==> src/design/cpr_pkg.sv <==
// constants for the core status and power register bank
package cpr_pkg;
   // register indices on the register port
   localparam logic [3:0] ADDR_INDIRECT = 4'h0;
   localparam logic [3:0] ADDR_TIMER    = 4'h1;
   localparam logic [3:0] ADDR_PC       = 4'h2;
   localparam logic [3:0] ADDR_STATUS   = 4'h3;
   localparam logic [3:0] ADDR_RAMSEL   = 4'h4;
   localparam logic [3:0] ADDR_PAGE     = 4'h5;
   localparam logic [3:0] ADDR_LINE     = 4'ha;

   // core status fields
   localparam int ST_CARRY   = 0;
   localparam int ST_NIBBLE  = 1;
   localparam int ST_ZERO    = 2;
   localparam int ST_PWRDN   = 3;
   localparam int ST_TIMEOUT = 4;
   localparam int ST_IOPAGE  = 6;

   // ram select fields
   localparam int RS_IDX_W  = 6;
   localparam int RS_BANK_W = 2;

   // page select width
   localparam int PAGE_W = 4;

   // line status fields
   localparam int LN_RING    = 0;
   localparam int LN_CARRIER = 1;
   localparam int LN_DATA    = 2;
   localparam int LN_DEMODPW = 3;
   localparam int LN_LOWSUP  = 4;
   localparam int LN_LSDEN   = 5;
   localparam int LN_FASTCLK = 6;
   localparam int LN_IDLESEL = 7;
   localparam logic [7:0] LINE_RW_MASK = 8'he8;

   // program counter shape
   localparam int PC_W    = 14;
   localparam int PC_LO_W = 10;
   localparam int STACK_D = 8;
   localparam int SP_W    = 3;

   // reset values and timer maximum
   localparam logic [7:0]      TIMER_RST  = 8'h00;
   localparam logic [PC_W-1:0] PC_RST     = 14'h0000;
   localparam logic [7:0]      RAMSEL_RST = 8'h00;
   localparam logic [3:0]      PAGE_RST   = 4'h0;
   localparam logic [7:0]      LINE_RST   = 8'h40;
   localparam logic [7:0]      TIMER_MAX  = 8'hff;

   // program counter operations from the sequencer
   typedef enum logic [2:0] {
      PC_HOLD = 3'h0,
      PC_STEP = 3'h1,
      PC_JUMP = 3'h2,
      PC_CALL = 3'h3,
      PC_RET  = 3'h4,
      PC_MOVA = 3'h5,
      PC_ADDA = 3'h6,
      PC_TABLE = 3'h7
   } cpr_pcop_t;

   // low-power state, one-hot
   typedef enum logic [2:0] {
      MODE_RUN   = 3'b001,
      MODE_SLEEP = 3'b010,
      MODE_IDLE  = 3'b100
   } cpr_mode_t;
endpackage

==> src/design/cpr_core_regs.sv <==
// core operational, status and line power registers
//
// Design decisions made here: the address map and the strobed register port.
`timescale 1ns/1ns
// Function
// (RQ1) access to the indirect register goes to the location held in ram select
// (RQ2) jump loads the operand into the low 10 counter bits
// (RQ3) call pushes counter plus one, then loads low 10 bits from operand
// (RQ4) every return reloads the counter from the top of stack
// (RQ5) accumulator write or add to counter clears counter bits 8 and 9
// (RQ6) table lookup adds accumulator, keeping counter bits 8 and 9
// (RQ7) jump, call, add and write load the upper four bits from page select
// (RQ8) status bits 0..2 hold carry, nibble carry and zero from alu results
// (RQ9) power-down bit set at power-on and watchdog clear, cleared by sleep
// (RQ10) time-out bit set at power-up, sleep, watchdog clear; cleared by timeout
// (RQ11) time-out and power-down pair tells the cause of the last wake
// (RQ12) status bit 6 picks the upper io control page; bits 5, 7 unused
// (RQ13) ram select bits 0..5 index, bits 6..7 bank
// (RQ14) page select low four bits give the program page, upper bits unused
// (RQ15) ring and carrier flags read only, 0 means valid
// (RQ16) bit 2 shows demodulated data, meaningful while carrier flag low
// (RQ17) bit 3 powers the demodulator up or down
// (RQ18) bit 4 reads 0 on low supply, 1 when normal
// (RQ19) bit 5 enables the low supply detector
// (RQ20) bit 7 picks idle or full sleep for the sleep instruction
// (RQ21) wake from sleep or idle resumes after the sleep instruction; watchdog or port wake from sleep loads PC_RST instead
// (RQ22) timer, watchdog and port wake react per low-power mode
// (RQ23) bit 6 runs the fast clock, else green mode on the slow clock
// (RQ24) unused bits read zero; read-only bits ignore writes
module cpr_core_regs
   import cpr_pkg::*;
(
   // clock and reset
   input  wire logic                clk,
   input  wire logic                sys_rst,
   input  wire logic                clkEn,
   // register port
   input  wire logic [3:0]          regAddr,
   input  wire logic [7:0]          regWdata,
   input  wire logic                regWr,
   input  wire logic                regRd,
   output logic      [7:0]          regRdata,
   // data ram behind the indirect register
   input  wire logic [7:0]          ramRdata,
   output logic      [7:0]          ramAddr,
   output logic      [7:0]          ramWdata,
   output logic                     ramWe,
   // program counter control
   input  wire logic [2:0]          pcOp,
   input  wire logic [PC_LO_W-1:0]  pcOperand,
   input  wire logic [7:0]          accum,
   output logic      [PC_W-1:0]     progAddr,
   // alu flags and core events
   input  wire logic                aluFlagWe,
   input  wire logic                aluCarry,
   input  wire logic                aluNibble,
   input  wire logic                aluZero,
   input  wire logic                sleepInstr,
   input  wire logic                wdtClearInstr,
   input  wire logic                wdtTimeout,
   input  wire logic                portWake,
   input  wire logic                resetPinWake,
   input  wire logic                timerTick,
   // line status inputs
   input  wire logic                ringInvalid,
   input  wire logic                carrierInvalid,
   input  wire logic                demodData,
   input  wire logic                supplyNormal,
   // power and mode outputs
   output logic                     ioPage,
   output logic                     demodPowerEn,
   output logic                     lowSupplyDetectEn,
   output logic                     fastClockRun,
   output logic                     slowClockRun,
   output logic                     cpuRun,
   output logic                     timerIrq,
   output logic                     coreResetReq,
   output logic                     wakeResume
);

   // registers
   logic [7:0]       timerCount_reg;
   logic [PC_W-1:0]  pc_reg, pc_next;
   logic             carry_reg, nibble_reg, zero_reg;
   logic             pwrDown_reg, timeOut_reg, ioPage_reg;
   logic [7:0]       ramSel_reg;
   logic [3:0]       page_reg;
   logic [7:0]       lineCtl_reg;
   logic [7:0]       lineIn_reg;
   logic [PC_W-1:0]  stack_reg [STACK_D];
   logic [SP_W-1:0]  sp_reg;
   cpr_mode_t        mode_reg, mode_next;

   // decoded strobes
   logic             wrTimer, wrPc, wrStatus, wrRamSel, wrPage, wrLine;
   logic             timerOvf, running, inSleep, inIdle, doReset, doWake;
   logic [2:0]       op;

   // upper bits from page select with a low part
   function automatic logic [PC_W-1:0] farTarget(
      input logic [3:0]         pg,
      input logic [PC_LO_W-1:0] lo
   );
      farTarget = {pg, lo};
   endfunction

   // low byte plus accumulator, carry out dropped
   function automatic logic [7:0] relAdd(
      input logic [7:0] base,
      input logic [7:0] ofs
   );
      logic [8:0] s;
      s = {1'b0, base} + {1'b0, ofs};
      relAdd = s[7:0];
   endfunction
   // address decode
   assign wrTimer  = regWr && (regAddr == ADDR_TIMER);
   assign wrPc     = regWr && (regAddr == ADDR_PC);
   assign wrStatus = regWr && (regAddr == ADDR_STATUS);
   assign wrRamSel = regWr && (regAddr == ADDR_RAMSEL);
   assign wrPage   = regWr && (regAddr == ADDR_PAGE);
   assign wrLine   = regWr && (regAddr == ADDR_LINE);
   assign running  = (mode_reg == MODE_RUN);
   assign inSleep  = (mode_reg == MODE_SLEEP);
   assign inIdle   = (mode_reg == MODE_IDLE);
   assign timerOvf = timerTick && (timerCount_reg == TIMER_MAX) && !inSleep;
   assign op       = running ? pcOp : PC_HOLD;
   // watchdog or port wake resets in sleep, green and normal
   assign doReset  = (wdtTimeout || portWake) && !inIdle; // RQ22
   // idle wakes on timer, watchdog or port
   assign doWake   = inIdle && (timerOvf || wdtTimeout || portWake); // RQ22

   // low-power state machine
   always_comb
   begin
      mode_next = mode_reg;
      case (mode_reg)
         MODE_RUN:
         begin
            if (sleepInstr && !doReset)
               mode_next = lineCtl_reg[LN_IDLESEL] ? MODE_IDLE : MODE_SLEEP; // RQ20
         end
         MODE_SLEEP:
         begin
            if (doReset || resetPinWake)
               mode_next = MODE_RUN;
         end
         MODE_IDLE:
         begin
            if (doWake)
               mode_next = MODE_RUN; // RQ21
         end
         default:
            mode_next = MODE_RUN;
      endcase
   end

   always_ff @(posedge clk or posedge sys_rst)
   begin
      if (sys_rst)
         mode_reg <= MODE_RUN;
      else if (clkEn)
         mode_reg <= mode_next;
   end

   // program counter next value
   always_comb
   begin
      pc_next = pc_reg;
      case (op)
         PC_STEP:
            pc_next = pc_reg + 14'h0001;
         PC_JUMP:
            pc_next = farTarget(page_reg, pcOperand); // RQ2 RQ7
         PC_CALL:
            pc_next = farTarget(page_reg, pcOperand); // RQ3 RQ7
         PC_RET:
            pc_next = stack_reg[sp_reg - 3'h1]; // RQ4
         PC_MOVA:
            pc_next = farTarget(page_reg, {2'b00, accum}); // RQ5 RQ7
         PC_ADDA:
            pc_next = farTarget(page_reg, {2'b00, relAdd(pc_reg[7:0], accum)}); // RQ5 RQ7
         PC_TABLE:
            pc_next = {pc_reg[PC_W-1:8], relAdd(pc_reg[7:0], accum)}; // RQ6
         default:
            pc_next = pc_reg;
      endcase
      if (wrPc)
         pc_next = farTarget(page_reg, {2'b00, regWdata}); // RQ5 RQ7
      if (doReset)
         pc_next = PC_RST;
   end

   // counter holds across sleep, so idle wakes and reset-pin wake from sleep resume after the sleep instruction
   always_ff @(posedge clk or posedge sys_rst)
   begin
      if (sys_rst)
         pc_reg <= PC_RST;
      else if (clkEn)
         pc_reg <= pc_next; // RQ21
   end

   // return stack
   always_ff @(posedge clk or posedge sys_rst)
   begin
      if (sys_rst)
         sp_reg <= '0;
      else if (clkEn)
      begin
         if (doReset)
            sp_reg <= '0;
         else if (op == PC_CALL)
            sp_reg <= sp_reg + 3'h1;
         else if (op == PC_RET)
            sp_reg <= sp_reg - 3'h1;
      end
   end
   always_ff @(posedge clk)
   begin
      if (clkEn && (op == PC_CALL))
         stack_reg[sp_reg] <= pc_reg + 14'h0001; // RQ3
   end

   // timer count
   always_ff @(posedge clk or posedge sys_rst)
   begin
      if (sys_rst)
         timerCount_reg <= TIMER_RST;
      else if (clkEn)
      begin
         if (wrTimer)
            timerCount_reg <= regWdata;
         else if (timerTick && !inSleep)
            timerCount_reg <= timerCount_reg + 8'h01;
      end
   end

   // arithmetic flags and io page
   always_ff @(posedge clk or posedge sys_rst)
   begin
      if (sys_rst)
      begin
         carry_reg  <= 1'b0;
         nibble_reg <= 1'b0;
         zero_reg   <= 1'b0;
         ioPage_reg <= 1'b0;
      end
      else if (clkEn)
      begin
         if (wrStatus)
         begin
            carry_reg  <= regWdata[ST_CARRY];
            nibble_reg <= regWdata[ST_NIBBLE];
            zero_reg   <= regWdata[ST_ZERO];
            ioPage_reg <= regWdata[ST_IOPAGE]; // RQ12
         end
         if (aluFlagWe)
         begin
            carry_reg  <= aluCarry; // RQ8
            nibble_reg <= aluNibble; // RQ8
            zero_reg   <= aluZero; // RQ8
         end
      end
   end

   // time-out and power-down, not writable by software
   always_ff @(posedge clk or posedge sys_rst)
   begin
      if (sys_rst)
      begin
         timeOut_reg <= 1'b1; // RQ10 RQ11
         pwrDown_reg <= 1'b1; // RQ9 RQ11
      end
      else if (clkEn)
      begin
         if (wdtTimeout)
            timeOut_reg <= 1'b0; // RQ10 RQ11
         else if ((running && (sleepInstr || wdtClearInstr)) || (inSleep && resetPinWake))
            timeOut_reg <= 1'b1; // RQ10 RQ11
         if (running && wdtClearInstr)
            pwrDown_reg <= 1'b1; // RQ9
         else if (running && sleepInstr)
            pwrDown_reg <= 1'b0; // RQ9 RQ11
      end
   end

   // ram select and page select
   always_ff @(posedge clk or posedge sys_rst)
   begin
      if (sys_rst)
      begin
         ramSel_reg <= RAMSEL_RST;
         page_reg   <= PAGE_RST;
      end
      else if (clkEn)
      begin
         if (wrRamSel)
            ramSel_reg <= regWdata; // RQ13
         if (wrPage)
            page_reg <= regWdata[PAGE_W-1:0]; // RQ14 RQ24
      end
   end

   // line status: writable bits and sampled flags
   always_ff @(posedge clk or posedge sys_rst)
   begin
      if (sys_rst)
      begin
         lineCtl_reg <= LINE_RST;
         lineIn_reg  <= 8'h00;
      end
      else if (clkEn)
      begin
         if (wrLine)
            lineCtl_reg <= regWdata & LINE_RW_MASK; // RQ17 RQ19 RQ20 RQ23 RQ24
         lineIn_reg <= '0;
         lineIn_reg[LN_RING]    <= ringInvalid; // RQ15
         lineIn_reg[LN_CARRIER] <= carrierInvalid; // RQ15
         lineIn_reg[LN_DATA]    <= demodData; // RQ16
         lineIn_reg[LN_LOWSUP]  <= supplyNormal; // RQ18
      end
   end

   // indirect access to data ram
   always_ff @(posedge clk or posedge sys_rst)
   begin
      if (sys_rst)
      begin
         ramAddr  <= 8'h00;
         ramWdata <= 8'h00;
         ramWe    <= 1'b0;
      end
      else if (clkEn)
      begin
         ramAddr  <= wrRamSel ? regWdata : ramSel_reg; // RQ1 RQ13
         ramWdata <= regWdata;
         ramWe    <= regWr && (regAddr == ADDR_INDIRECT); // RQ1
      end
   end

   // read data, one cycle after the strobe
   always_ff @(posedge clk or posedge sys_rst)
   begin
      if (sys_rst)
         regRdata <= 8'h00;
      else if (clkEn)
      begin
         regRdata <= 8'h00;
         if (regRd)
         begin
            case (regAddr)
               ADDR_INDIRECT:
                  regRdata <= ramRdata; // RQ1
               ADDR_TIMER:
                  regRdata <= timerCount_reg;
               ADDR_PC:
                  regRdata <= pc_reg[7:0];
               ADDR_STATUS:
                  regRdata <= {1'b0, ioPage_reg, 1'b0, timeOut_reg, pwrDown_reg,
                               zero_reg, nibble_reg, carry_reg}; // RQ8 RQ12 RQ24
               ADDR_RAMSEL:
                  regRdata <= ramSel_reg;
               ADDR_PAGE:
                  regRdata <= {4'h0, page_reg}; // RQ14
               ADDR_LINE:
                  regRdata <= lineCtl_reg | lineIn_reg; // RQ15 RQ16 RQ18
               default:
                  regRdata <= 8'h00;
            endcase
         end
      end
   end

   // clock, run and event outputs
   always_ff @(posedge clk or posedge sys_rst)
   begin
      if (sys_rst)
      begin
         progAddr          <= PC_RST;
         ioPage            <= 1'b0;
         demodPowerEn      <= 1'b0;
         lowSupplyDetectEn <= 1'b0;
         fastClockRun      <= 1'b0;
         slowClockRun      <= 1'b1;
         cpuRun            <= 1'b1;
         timerIrq          <= 1'b0;
         coreResetReq      <= 1'b0;
         wakeResume        <= 1'b0;
      end
      else if (clkEn)
      begin
         progAddr          <= pc_next;
         ioPage            <= ioPage_reg; // RQ12
         demodPowerEn      <= lineCtl_reg[LN_DEMODPW]; // RQ17
         lowSupplyDetectEn <= lineCtl_reg[LN_LSDEN]; // RQ19
         fastClockRun      <= lineCtl_reg[LN_FASTCLK] && (mode_next == MODE_RUN); // RQ23
         slowClockRun      <= (mode_next != MODE_SLEEP); // RQ23
         cpuRun            <= (mode_next == MODE_RUN);
         timerIrq          <= timerOvf && !inSleep; // RQ22
         coreResetReq      <= doReset; // RQ22
         wakeResume        <= doWake || (inSleep && resetPinWake); // RQ21
      end
   end

endmodule

==> config.mk <==
export PLATFORM = sky130hd
export DESIGN_NAME = cpr_core_regs
export DESIGN_NICKNAME = d
export VERILOG_FILES = /design/src/design/cpr_pkg.sv /design/src/design/cpr_core_regs.sv
export SDC_FILE = /design/constraint.sdc
export NUM_CORES = 1
export LEC_CHECK = 0
export BUFFER_PORTS_ARGS = -buffer_cell sky130_fd_sc_hd__buf_2
export CAP_MARGIN = 25
export CORE_MARGIN = 5
export CORE_UTILIZATION = 45
export DETAILED_ROUTE_END_ITERATION = 16
export PLACE_DENSITY = 0.72
export SLEW_MARGIN = 20
export SYNTH_ARGS = -nofsm -noshare
export SYNTH_HDL_FRONTEND = slang
export SYNTH_SLANG_ARGS = --single-unit
==> constraint.sdc <==
create_clock -name clk -period 4.1 [get_ports clk]
set_input_delay 0 -clock clk [delete_from_list [all_inputs] [get_ports clk]]
set_output_delay 0 -clock clk [all_outputs]
set_load 0.02 [all_outputs]
==> results.sh, run 1 <==
export IMPL_outcome="completed"
export IMPL_largest_register_ffs=112
export IMPL_ys_seq_elements=192
export IMPL_place_gp_congestion=0.872
export IMPL_finalCritPeriodShare_pct=83.3
export IMPL_crit_fanout=12
export IMPL_ir_worst_vdd_mv=0.303
export IMPL_leakage_nw=4.30
export IMPL_clock_latency_ps=440
export IMPL_grt_usage_pct=21.3
export IMPL_tightest_slew_ps=956
export IMPL_drc_errors=0
export IMPL_max_freq_mhz=293
export IMPL_fill_cells=1704
export IMPL_critical_path_top_delay_family="compound AO/OA/AOI/OAI gates"
export IMPL_antenna_found_initial=0
export IMPL_portBuffers=107
export IMPL_fp_dieH_um=153
export IMPL_relSlewSlack_pct=36.2
export IMPL_synthCells=721
export IMPL_first_iter_violations=631
export IMPL_final_setup_tns_ps=0
export IMPL_via_per_inst=5.97
export IMPL_pin_count=108
export IMPL_finish_utilization_pct=54.5
export IMPL_rows=52
export IMPL_start_kind="flop"
export IMPL_grt_overflow_total=0
export IMPL_drtPass1Iterations=6
export IMPL_clk_pin_slew_ps=70
export IMPL_ys_warn_count=0
export IMPL_hold_violations=0
export IMPL_critical_path_buf_inv_count=1
export IMPL_async_reset_ff_share_pct=41.7
export IMPL_synth_seq_area_share_pct=58.4
export IMPL_critPathRequiredTime_ps=4420
export IMPL_grt_pass1_wl_um=38700
export IMPL_synth_flop_cell="edfxtp_1"
export IMPL_rsz0062_at_grt="false"
export IMPL_critical_path_class="flop to flop"
export IMPL_drt_wl_total_um=24800
export IMPL_min_period_ps=3420
export IMPL_htree_levels=4
export IMPL_synth_edf_count=112
export IMPL_cts_tree="built"
export IMPL_n_antenna_cell=0
export IMPL_synth_cell_area_sq_um=9200
export IMPL_setup_viol=0
export IMPL_detail_route_antenna_nets=0
export IMPL_cts_made_buffers=17
export IMPL_clockBufferDepth=2
export IMPL_endpoint_kind="flop"
export IMPL_p_per_area_nw_per_um2=432
export IMPL_start_util_pct=45.6
export IMPL_clock_sinks=192
export IMPL_final_net_count=933
export IMPL_syn_num_nets=793
export IMPL_wl_per_cell_um=21.7
export IMPL_design_core_area_sq_um=20200
export IMPL_syn_to_final_growth_pct=19.5
export IMPL_die_area_sq_um=23400
export IMPL_grt_max_degree=62
export IMPL_cp_arrival_ps=3740
export IMPL_root_buffer="clkbuf_16"
export IMPL_hold_path_class="input port to flop"
export IMPL_die_x_um=153
export IMPL_cp_slowest_cell="nor3b_2"
export IMPL_vias=6833
export IMPL_maxCapViolCount=0
export IMPL_synth_distinct_cells=72
export IMPL_grt_pass1_vias=6538
export IMPL_fin_skew_ps=13.5
export IMPL_syn_area_per_cell_sq_um=12.8
export IMPL_post_cts_buffers=0
export IMPL_drive_gt1_share_pct=26.8
export IMPL_critical_path_max_stage_delay_ps=610
export IMPL_slew_violations=0
export IMPL_place_hpwl_um=16900
export IMPL_cp_cell_sequence="nor3b_2 -> o21ai_1 -> nand2b_1 -> a221oi_1 -> dlygate4sd3_1 -> o221ai_1 -> a22o_1"
## per-layer routing
layer | wire (um) | share of wire [%] | track usage (%) | up-vias
met4 | 471 | 1.9 | 6.19 | 0
met5 | 0 | 0 | 0 | -
li1 | - | - | - | 3054
met3 | 1980 | 8.0 | 4.47 | 35
met1 | 10700 | 43 | 31.1 | 3434
met2 | 11600 | 47 | 32.5 | 310
## through the flow
| stage | hold slack, ps | power, mW | instances | instance area, sq um | setup slack (ps) |
|---|---|---|---|---|---|
| 6_report | 28.7 | 4.75 | 1144 | 11000 | 683 |
| 5_1_grt | 39.7 | 4.93 | 1144 | 11000 | 506 |
| 4_1_cts | 27.7 | 4.76 | 1144 | 11000 | 796 |
| 3_5_place_dp | 63.0 | 3.08 | 1073 | 10000 | 1160 |
| 3_3_place_gp | 63.6 | 3.07 | 1073 | 10000 | 1240 |
| 2_1_floorplan | 55.4 | 2.82 | 721 | 9200 | 1110 |
## logic make-up (layout without fill, tap and decap cells)
kind of cell,count (synthesis),in the layout,share of synthesized area [%]
multiplexers,79,79,12.9
adder cells (fa/ha/maj),12,12,1.71
buffers and inverters,59,212,2.72
flip-flops,192,192,58.4
AND/OR/NAND/NOR,211,211,11.2
AO/OA/AOI/OAI,150,150,11.3
XOR/XNOR,18,18,1.71
## power breakdown
group          internal, mW  switching (mW)  leakage, nW
registers              2.18           0.140         2.05
logic                 0.326           0.448         1.97
clock network         0.868           0.785        0.292
total                  3.38            1.37         4.30
## synthesized netlist by cell type (7+ instances only)
cell	count	area, sq um
nor2b_1	10	62.6
clkbuf_1	20	75.1
xnor2_1	11	96.3
mux2_2	34	383
inv_1	21	78.8
nand2_1	69	259
o31ai_1	9	67.6
mux4_2	28	631
ha_1	11	138
a21oi_1	30	150
a221oi_1	8	70.1
xor2_1	7	61.3
nand3_1	25	125
mux2i_1	17	170
nor3_1	17	85.1
o21ai_0	20	100
o22ai_1	24	150
nor2_1	48	180
dfrtp_1	74	1850
buf_2	7	35.0
edfxtp_1	112	3360
## what timing repair did
| action | in CTS | in global routing |
|---|---|---|
| hold buffers | 39 | 0 |
| endpoints found under the hold margin | 85 | 0 |
| resized for setup | 0 | 0 |
## final timing paths
check / startpoint / end / slack [ps] / cells after the start
setup reg to reg: mode_reg[0]$_DFFE_PP1P_ / progAddr[5]$_DFFE_PP0P_ / 680 / 7
max in group asynchronous: sys_rst / sp_reg[0]$_DFFE_PP0P_ / 2880 / 4
hold / removal: accum[6] / progAddr[6]$_DFFE_PP0P_ / 30 / 4
min in group asynchronous: sys_rst / fastClockRun$_DFFE_PP0P_ / 130 / 3
hold reg to reg: cpuRun$_DFFE_PP1P_ / cpuRun$_DFFE_PP1P_ / 490 / 2
setup / recovery: mode_reg[0]$_DFFE_PP1P_ / progAddr[5]$_DFFE_PP0P_ / 680 / 7
## cell usage in the layout (no fill, tap or decap), drive strengths merged, types with 4 or more instances in the layout
cell | synthesis | layout
a221oi | 9 | 9
xnor2 | 11 | 11
ha | 11 | 11
nor2 | 48 | 48
dlygate4sd3 | 0 | 39
clkinv | 0 | 6
mux4 | 28 | 28
buf | 17 | 120
inv | 21 | 29
edfxtp | 112 | 112
nand2 | 70 | 70
nor2b | 10 | 10
dfrtp | 74 | 74
o21ai | 22 | 22
a21oi | 31 | 31
o31ai | 10 | 10
xor2 | 7 | 7
nand3 | 25 | 25
a31oi | 5 | 5
o21a | 6 | 6
mux2i | 17 | 17
a22o | 5 | 5
nor3 | 17 | 17
o22ai | 24 | 24
a211oi | 4 | 4
dfstp | 6 | 6
o32ai | 4 | 4
nor3b | 4 | 4
and3 | 6 | 6
nand2b | 5 | 5
or3 | 4 | 4
clkbuf | 21 | 17
nand4 | 5 | 5
mux2 | 34 | 34
## tightest hold or removal path: stages
cell      delay [ps]
buf_2            110
a2111o_1         120
a31oi_1           40
o31ai_1          170
## layout make-up
cell class / count / area (sq um) / share of cell area, %
Sequential cell: 192 / 5370 / 48.9
Clock buffer: 17 / 425 / 3.87
Timing Repair Buffer: 159 / 1020 / 9.31
Inverter: 21 / 80.1 / 0.728
Clock inverter: 15 / 161 / 1.47
Tap cell: 270 / 338 / 3.07
Multi-Input combinational cell: 470 / 3590 / 32.7
(Power assumes the default switching activity.)
==> run 2, diff against run 1 <==
ABC_AREA = 1   (was unset)
clock period = 3.15 ns   (was 4.1 ns; I/O delays follow)
==> run 2 against run 1 <==
  * Synthesized cell count grew 43%
  * Flip-flop and latch count unchanged
  * Clock power is 30% higher
  * Clock skew is 4.0 ps lower
  * Combinational power up 76%
  * Synthesized area rose by 2.5%
  * Final cell count grew 29%
  * Fmax is 18% higher
  * Die area is 2.3% higher
  * Largest cell class unchanged
==> results.sh, run 2 <==
export IMPL_maxCapViolCount=0
export IMPL_design_core_area_sq_um=20800
export IMPL_synth_cell_area_sq_um=9420
export IMPL_synth_edf_count=112
export IMPL_synthTopCellsByCount="nand2_1, edfxtp_1, o21ai_0"
export IMPL_outcome="completed"
export IMPL_clock_sinks=192
export IMPL_syn_to_final_growth_pct=20.4
export IMPL_p_per_area_nw_per_um2=575
export IMPL_synthCells=1034
export IMPL_endpoint_kind="flop"
export IMPL_hold_path_class="input port to flop"
export IMPL_syn_area_per_cell_sq_um=9.11
export IMPL_critical_path_max_stage_delay_ps=570
export IMPL_root_buffer="clkbuf_16"
export IMPL_via_per_inst=5.54
export IMPL_fin_skew_ps=9.52
export IMPL_finalCritPeriodShare_pct=92.2
export IMPL_die_x_um=155
export IMPL_netlist_area_leader_share_pct=35.7
export IMPL_clockBufferDepth=2
export IMPL_ys_seq_elements=192
export IMPL_final_setup_tns_ps=0
export IMPL_cpMostUsedCell="nand2_1"
export IMPL_start_util_pct=45.3
export IMPL_fp_dieH_um=155
export IMPL_htree_levels=4
export IMPL_max_freq_mhz=344
export IMPL_leakage_nw=5.05
export IMPL_cp_arrival_ps=3290
export IMPL_syn_num_nets=1106
export IMPL_cts_tree="built"
export IMPL_grt_pass1_wl_um=44500
export IMPL_final_common_cell="nand2_1"
export IMPL_async_reset_ff_share_pct=41.7
export IMPL_slew_violations=0
export IMPL_placed_area_sq_um=10300
export IMPL_first_iter_violations=725
export IMPL_cp_cell_sequence="inv_1 -> ha_1 -> clkinvlp_4 -> buf_4 -> nand3_1 -> nand2_1 -> a21oi_1 -> nand2_1 -> nand4_1 -> dlygate4sd3_1 -> nand2_1 -> nand2_1"
export IMPL_detail_route_antenna_nets=0
export IMPL_tightest_slew_ps=796
export IMPL_critPathRequiredTime_ps=3540
export IMPL_place_gp_congestion=0.947
export IMPL_portBuffers=107
export IMPL_synth_distinct_cells=51
export IMPL_rsz0062_at_grt="false"
export IMPL_largest_register_ffs=112
export IMPL_n_antenna_cell=0
export IMPL_cts_made_buffers=17
export IMPL_synthTopCellsByArea="edfxtp_1, dfrtp_1, nand2_1"
export IMPL_final_cell_mix="nand2_1, edfxtp_1, buf_2, o21ai_0, nand3_1"
export IMPL_clock_latency_ps=440
export IMPL_min_period_ps=2900
export IMPL_grt_pass1_vias=8048
export IMPL_synth_flop_cell="edfxtp_1"
export IMPL_fin_area_sq_um=11300
export IMPL_start_kind="flop"
export IMPL_grt_overflow_total=0
export IMPL_die_area_sq_um=23900
export IMPL_setup_viol=0
export IMPL_synth_seq_area_share_pct=57.0
export IMPL_grt_usage_pct=23.7
export IMPL_critical_path_class="flop to flop"
export IMPL_crit_fanout=22
export IMPL_final_net_count=1260
export IMPL_drtPass1Iterations=5
export IMPL_grt_max_degree=60
export IMPL_pin_count=108
export IMPL_ir_worst_vdd_mv=0.402
export IMPL_drc_errors=0
export IMPL_drt_wl_total_um=28200
export IMPL_hold_violations=0
export IMPL_wl_per_cell_um=19.1
export IMPL_yosys_area_top_type="edfxtp_1"
export IMPL_ys_warn_count=0
export IMPL_finish_utilization_pct=54.5
export IMPL_place_hpwl_um=19900
export IMPL_rows=53
export IMPL_vias=8170
export IMPL_antenna_found_initial=0
export IMPL_synth_most_common_cell="nand2_1"
export IMPL_drive_gt1_share_pct=17.5
export IMPL_clk_pin_slew_ps=80
export IMPL_fill_cells=1888
export IMPL_cp_slowest_cell="dlygate4sd3_1"
export IMPL_relSlewSlack_pct=46.8
==> run 2: cell count changes after synthesis, sizes merged, moves of 9 or more <==
cell,previous run,this run
nand2,70,296
o21ai,22,108
inv,21,92
nand3,25,86
nor2,48,85
mux2,34,1
mux4,28,0
mux2i,17,0
o221ai,1,13
o22ai,24,13
nor2b,10,0
o31ai,10,0
xnor2,11,1
a221oi,9,0
==> run 2: layer usage <==
layer  part of all wire, %  global-route usage [%]
met1                    41                    31.4
met2                    48                    38.7
met3                   7.7                    4.53
met4                   3.4                    9.25
met5                     0                       0
==> run 2: final timing paths <==
check / slack (ps) / end / cells past startpoint / from
worst max-delay path: 250 / progAddr[3]$_DFFE_PP0P_ / 12 / sp_reg[1]$_DFFE_PP0P_
worst min register to register: 470 / cpuRun$_DFFE_PP1P_ / 2 / cpuRun$_DFFE_PP1P_
min in group asynchronous: 130 / lineIn_reg[1]$_DFFE_PP0P_ / 3 / sys_rst
worst min-delay path: 10 / regRdata[1]$_DFFE_PP0P_ / 5 / ramRdata[1]
max in group asynchronous: 2150 / mode_reg[0]$_DFFE_PP1P_ / 5 / sys_rst
worst max register to register: 250 / progAddr[3]$_DFFE_PP0P_ / 12 / sp_reg[1]$_DFFE_PP0P_
==> run 2: final cells by class <==
type	count	area (sq um)	area share, %
clock buffers	17	425	3.75
clock inverters	15	153	1.35
inverters	96	365	3.22
multi-input cells	716	3600	31.7
flip-flops and latches	192	5370	47.3
well taps	275	344	3.03
repair buffers	165	1090	9.59
==> run 2: metrics by stage <==
stage	hold WS, ps	total power, mW	worst slack (ps)	instances
6_report	12.8	6.53	246	1476
4_1_cts	4.82	6.51	27.2	1475
5_1_grt	17.5	6.81	98.4	1476
3_5_place_dp	212	4.35	530	1404
3_3_place_gp	205	4.32	639	1404
2_1_floorplan	48.6	3.87	443	1034
==> run 2: cell families after synthesis <==
logic type      share of synthesized area, %
simple gates                            23.1
xor+xnor                                1.12
fa+ha+maj                               1.67
mux                                    0.119
flops                                   57.0
buf+inv                                 5.23
compound gates                          11.8
==> run 2: critical path: cells and delay by family, from the launching register on <==
family,cells,cell delay [ps]
AOI/OAI and AO/OA,1,130
adders and majority gates,1,380
DFF,1,490
and+or+nand+nor,6,390
buffers and inverters,4,1460
==> run 2: where the power goes <==
part	internal (mW)	total, mW	switching (mW)
logic	0.442	1.36	0.920
clock network	1.11	2.14	1.03
registers	2.85	3.02	0.170
==> run 2: what timing repair did <==
action | 4_1_cts | 5_1_grt
gates resized for setup | 0 | 1
setup buffers | 0 | 0
hold endpoints to repair | 84 | 0
hold buffers | 39 | 0
endpoints found under the setup margin | 0 | 1
==> run 3, diff against run 2 <==
ABC_AREA = 0   (was 1)
==> run 3 against run 2 <==
  * First-iteration DRC count shrank 5.8%
  * Final area shrank 1.8%
  * Clock skew shrank 3.3 ps
  * Worst hold slack gained 7.3 ps
  * Utilization grew 0.77 points
  * Total power shrank 6.3%
  * Setup slack gained 11 ps
==> results.sh, run 3 (same netlist as run 1, synthesis figures left out) <==
export IMPL_outcome="completed"
export IMPL_tightest_slew_ps=848
export IMPL_min_period_ps=2890
export IMPL_clock_latency_ps=440
export IMPL_cp_slowest_cell="dfstp_2"
export IMPL_cp_cell_sequence="nor3b_4 -> buf_4 -> o21ai_1 -> nand2b_1 -> a221oi_1 -> dlygate4sd3_1 -> o221ai_1 -> a22o_1"
export IMPL_r2r_cells=8
export IMPL_root_buffer="clkbuf_16"
export IMPL_syn_to_final_growth_pct=21.2
export IMPL_final_common_cell="edfxtp_1"
export IMPL_crit_start="mode_reg[0]$_DFFE_PP1P_"
export IMPL_grt_overflow_total=0
export IMPL_place_gp_congestion=0.880
export IMPL_maxCapViolCount=0
export IMPL_drc_errors=0
export IMPL_finalCritPeriodShare_pct=91.8
export IMPL_start_kind="flop"
export IMPL_endpoint_kind="flop"
export IMPL_grt_usage_pct=21.8
export IMPL_vias=6875
export IMPL_drive_gt1_share_pct=28.4
export IMPL_relSlewSlack_pct=43.1
export IMPL_max_freq_mhz=346
export IMPL_setup_viol=0
export IMPL_post_cts_buffers=0
export IMPL_cts_made_buffers=17
export IMPL_fin_skew_ps=6.20
export IMPL_cp_arrival_ps=3220
export IMPL_design_core_area_sq_um=20200
export IMPL_place_hpwl_um=17800
export IMPL_slew_violations=0
export IMPL_critPathRequiredTime_ps=3480
export IMPL_rsz0062_at_grt="false"
export IMPL_endpoint="progAddr[5]$_DFFE_PP0P_"
export IMPL_crit_fanout=8
export IMPL_fill_cells=1731
export IMPL_leakage_nw=4.40
export IMPL_first_iter_violations=683
export IMPL_detail_route_antenna_nets=0
export IMPL_grt_pass1_wl_um=39300
export IMPL_final_net_count=955
export IMPL_r2r_end="progAddr[5]$_DFFE_PP0P_"
export IMPL_fin_ws_ps=257
export IMPL_clk_pin_slew_ps=70
export IMPL_portBuffers=107
export IMPL_antenna_found_initial=0
export IMPL_final_cell_mix="edfxtp_1, buf_2, dfrtp_1, nand2_1, nor2_1"
export IMPL_fp_dieH_um=153
export IMPL_cp_depth=8
export IMPL_clock_sinks=192
export IMPL_regArea_sq_um=5370
export IMPL_n_antenna_cell=0
export IMPL_grt_pass1_vias=6687
export IMPL_critical_path_top_delay_family="buffers and inverters"
export IMPL_grt_max_degree=46
export IMPL_htree_levels=4
export IMPL_die_x_um=153
export IMPL_largest_register_ffs=112
export IMPL_ir_worst_vdd_mv=0.387
export IMPL_cts_tree="built"
export IMPL_p_per_area_nw_per_um2=549
export IMPL_multi_input_area_sq_um=3590
export IMPL_via_per_inst=5.90
export IMPL_hold_violations=0
export IMPL_wl_per_cell_um=21.6
export IMPL_r2r_start="mode_reg[0]$_DFFE_PP1P_"
export IMPL_rows=52
export IMPL_clockBufferDepth=2
export IMPL_start_util_pct=45.6
export IMPL_pre_cts_slack_ps=632
export IMPL_drt_wl_total_um=25200
export IMPL_hold_path_class="input port to flop"
export IMPL_drtPass1Iterations=5
export IMPL_critical_path_class="flop to flop"
export IMPL_final_setup_tns_ps=0
export IMPL_reg2reg_setup_slack_ps=260
export IMPL_die_area_sq_um=23400
export IMPL_critical_path_max_stage_delay_ps=590
export IMPL_critical_path_buf_inv_count=2
export IMPL_pin_count=108
-- run 3: changes by cell type in the layout (fill, tap and decap cells not counted), moves of 10 or more --
cell      previous run  this run
nand2_1            291        69
o221ai_1            13         1
nor2b_1              0        10
inv_2               11         0
mux2_2               1        34
mux2i_1              0        17
nand3_1             83        25
mux4_2               0        28
o21ai_0            100        20
buf_4               18        34
inv_1               80        20
o22ai_1             13        24
xnor2_1              1        11
nor2_1              79        48
-- run 3: worst min path at each step --
stage / from / endpoint / slack, ps / cells past startpoint
3_5_place_dp: sys_rst / timerIrq$_DFFE_PP0P_ / 80 / 2
5_1_grt: accum[2] / progAddr[2]$_DFFE_PP0P_ / 60 / 3
6_report: accum[2] / progAddr[2]$_DFFE_PP0P_ / 20 / 3
4_1_cts: accum[2] / progAddr[2]$_DFFE_PP0P_ / 2 / 3
3_3_place_gp: sys_rst / timerIrq$_DFFE_PP0P_ / 80 / 2
2_1_floorplan: wdtTimeout / timeOut_reg$_DFFE_PP1P_ / 60 / 1
-- run 3: worst reg2reg max path, stage by stage, from the launching register on --
cell and delay (ps):
dfstp_2 590, nor3b_4 290, buf_4 200, o21ai_1 150, nand2b_1 360, a221oi_1 290
dlygate4sd3_1 590, o221ai_1 100, a22o_1 220
-- run 3: where the power goes --
group          total (mW)  leakage [nW]  switching (mW)  internal [mW]
Combinational        1.04          2.09           0.595          0.445
Sequential           3.02          2.05           0.174           2.84
Clock                2.06         0.267           0.960           1.10
-- run 3: what timing repair did --
action                     in CTS  in global routing
gates resized for setup         0                  1
hold buffers                   39                  0
setup endpoints to repair       0                  1
hold endpoints to repair       84                  0
-- run 3: area by class of cell --
type	count	share of cell area, %
clock buffers	18	3.85
clock inverters	13	1.19
well taps	270	3.03
flip-flops and latches	192	48.2
inverters	21	0.718
repair buffers	181	10.8
multi-input cells	470	32.2
-- run 3: routing by layer --
layer	track usage (%)	part of all wire [%]	up-vias
li1	-	-	3088
met1	30.0	42	3405
met2	35.1	49	348
met3	4.50	7.7	34
met4	6.45	1.8	0
met5	0	0	-
-- run 3: through the flow --
step	total power, mW	cell area, sq um	std cells	hold slack [ps]	util, %
finish	6.12	11100	1165	20.1	55.3
global route	6.38	11100	1165	64.8	55.3
CTS	6.14	11100	1165	2.03	55.2
detailed placement	4.04	10200	1095	79.8	50.5
global placement	4.02	10200	1095	80.2	50.5
floorplan	3.67	9200	721	55.4	-
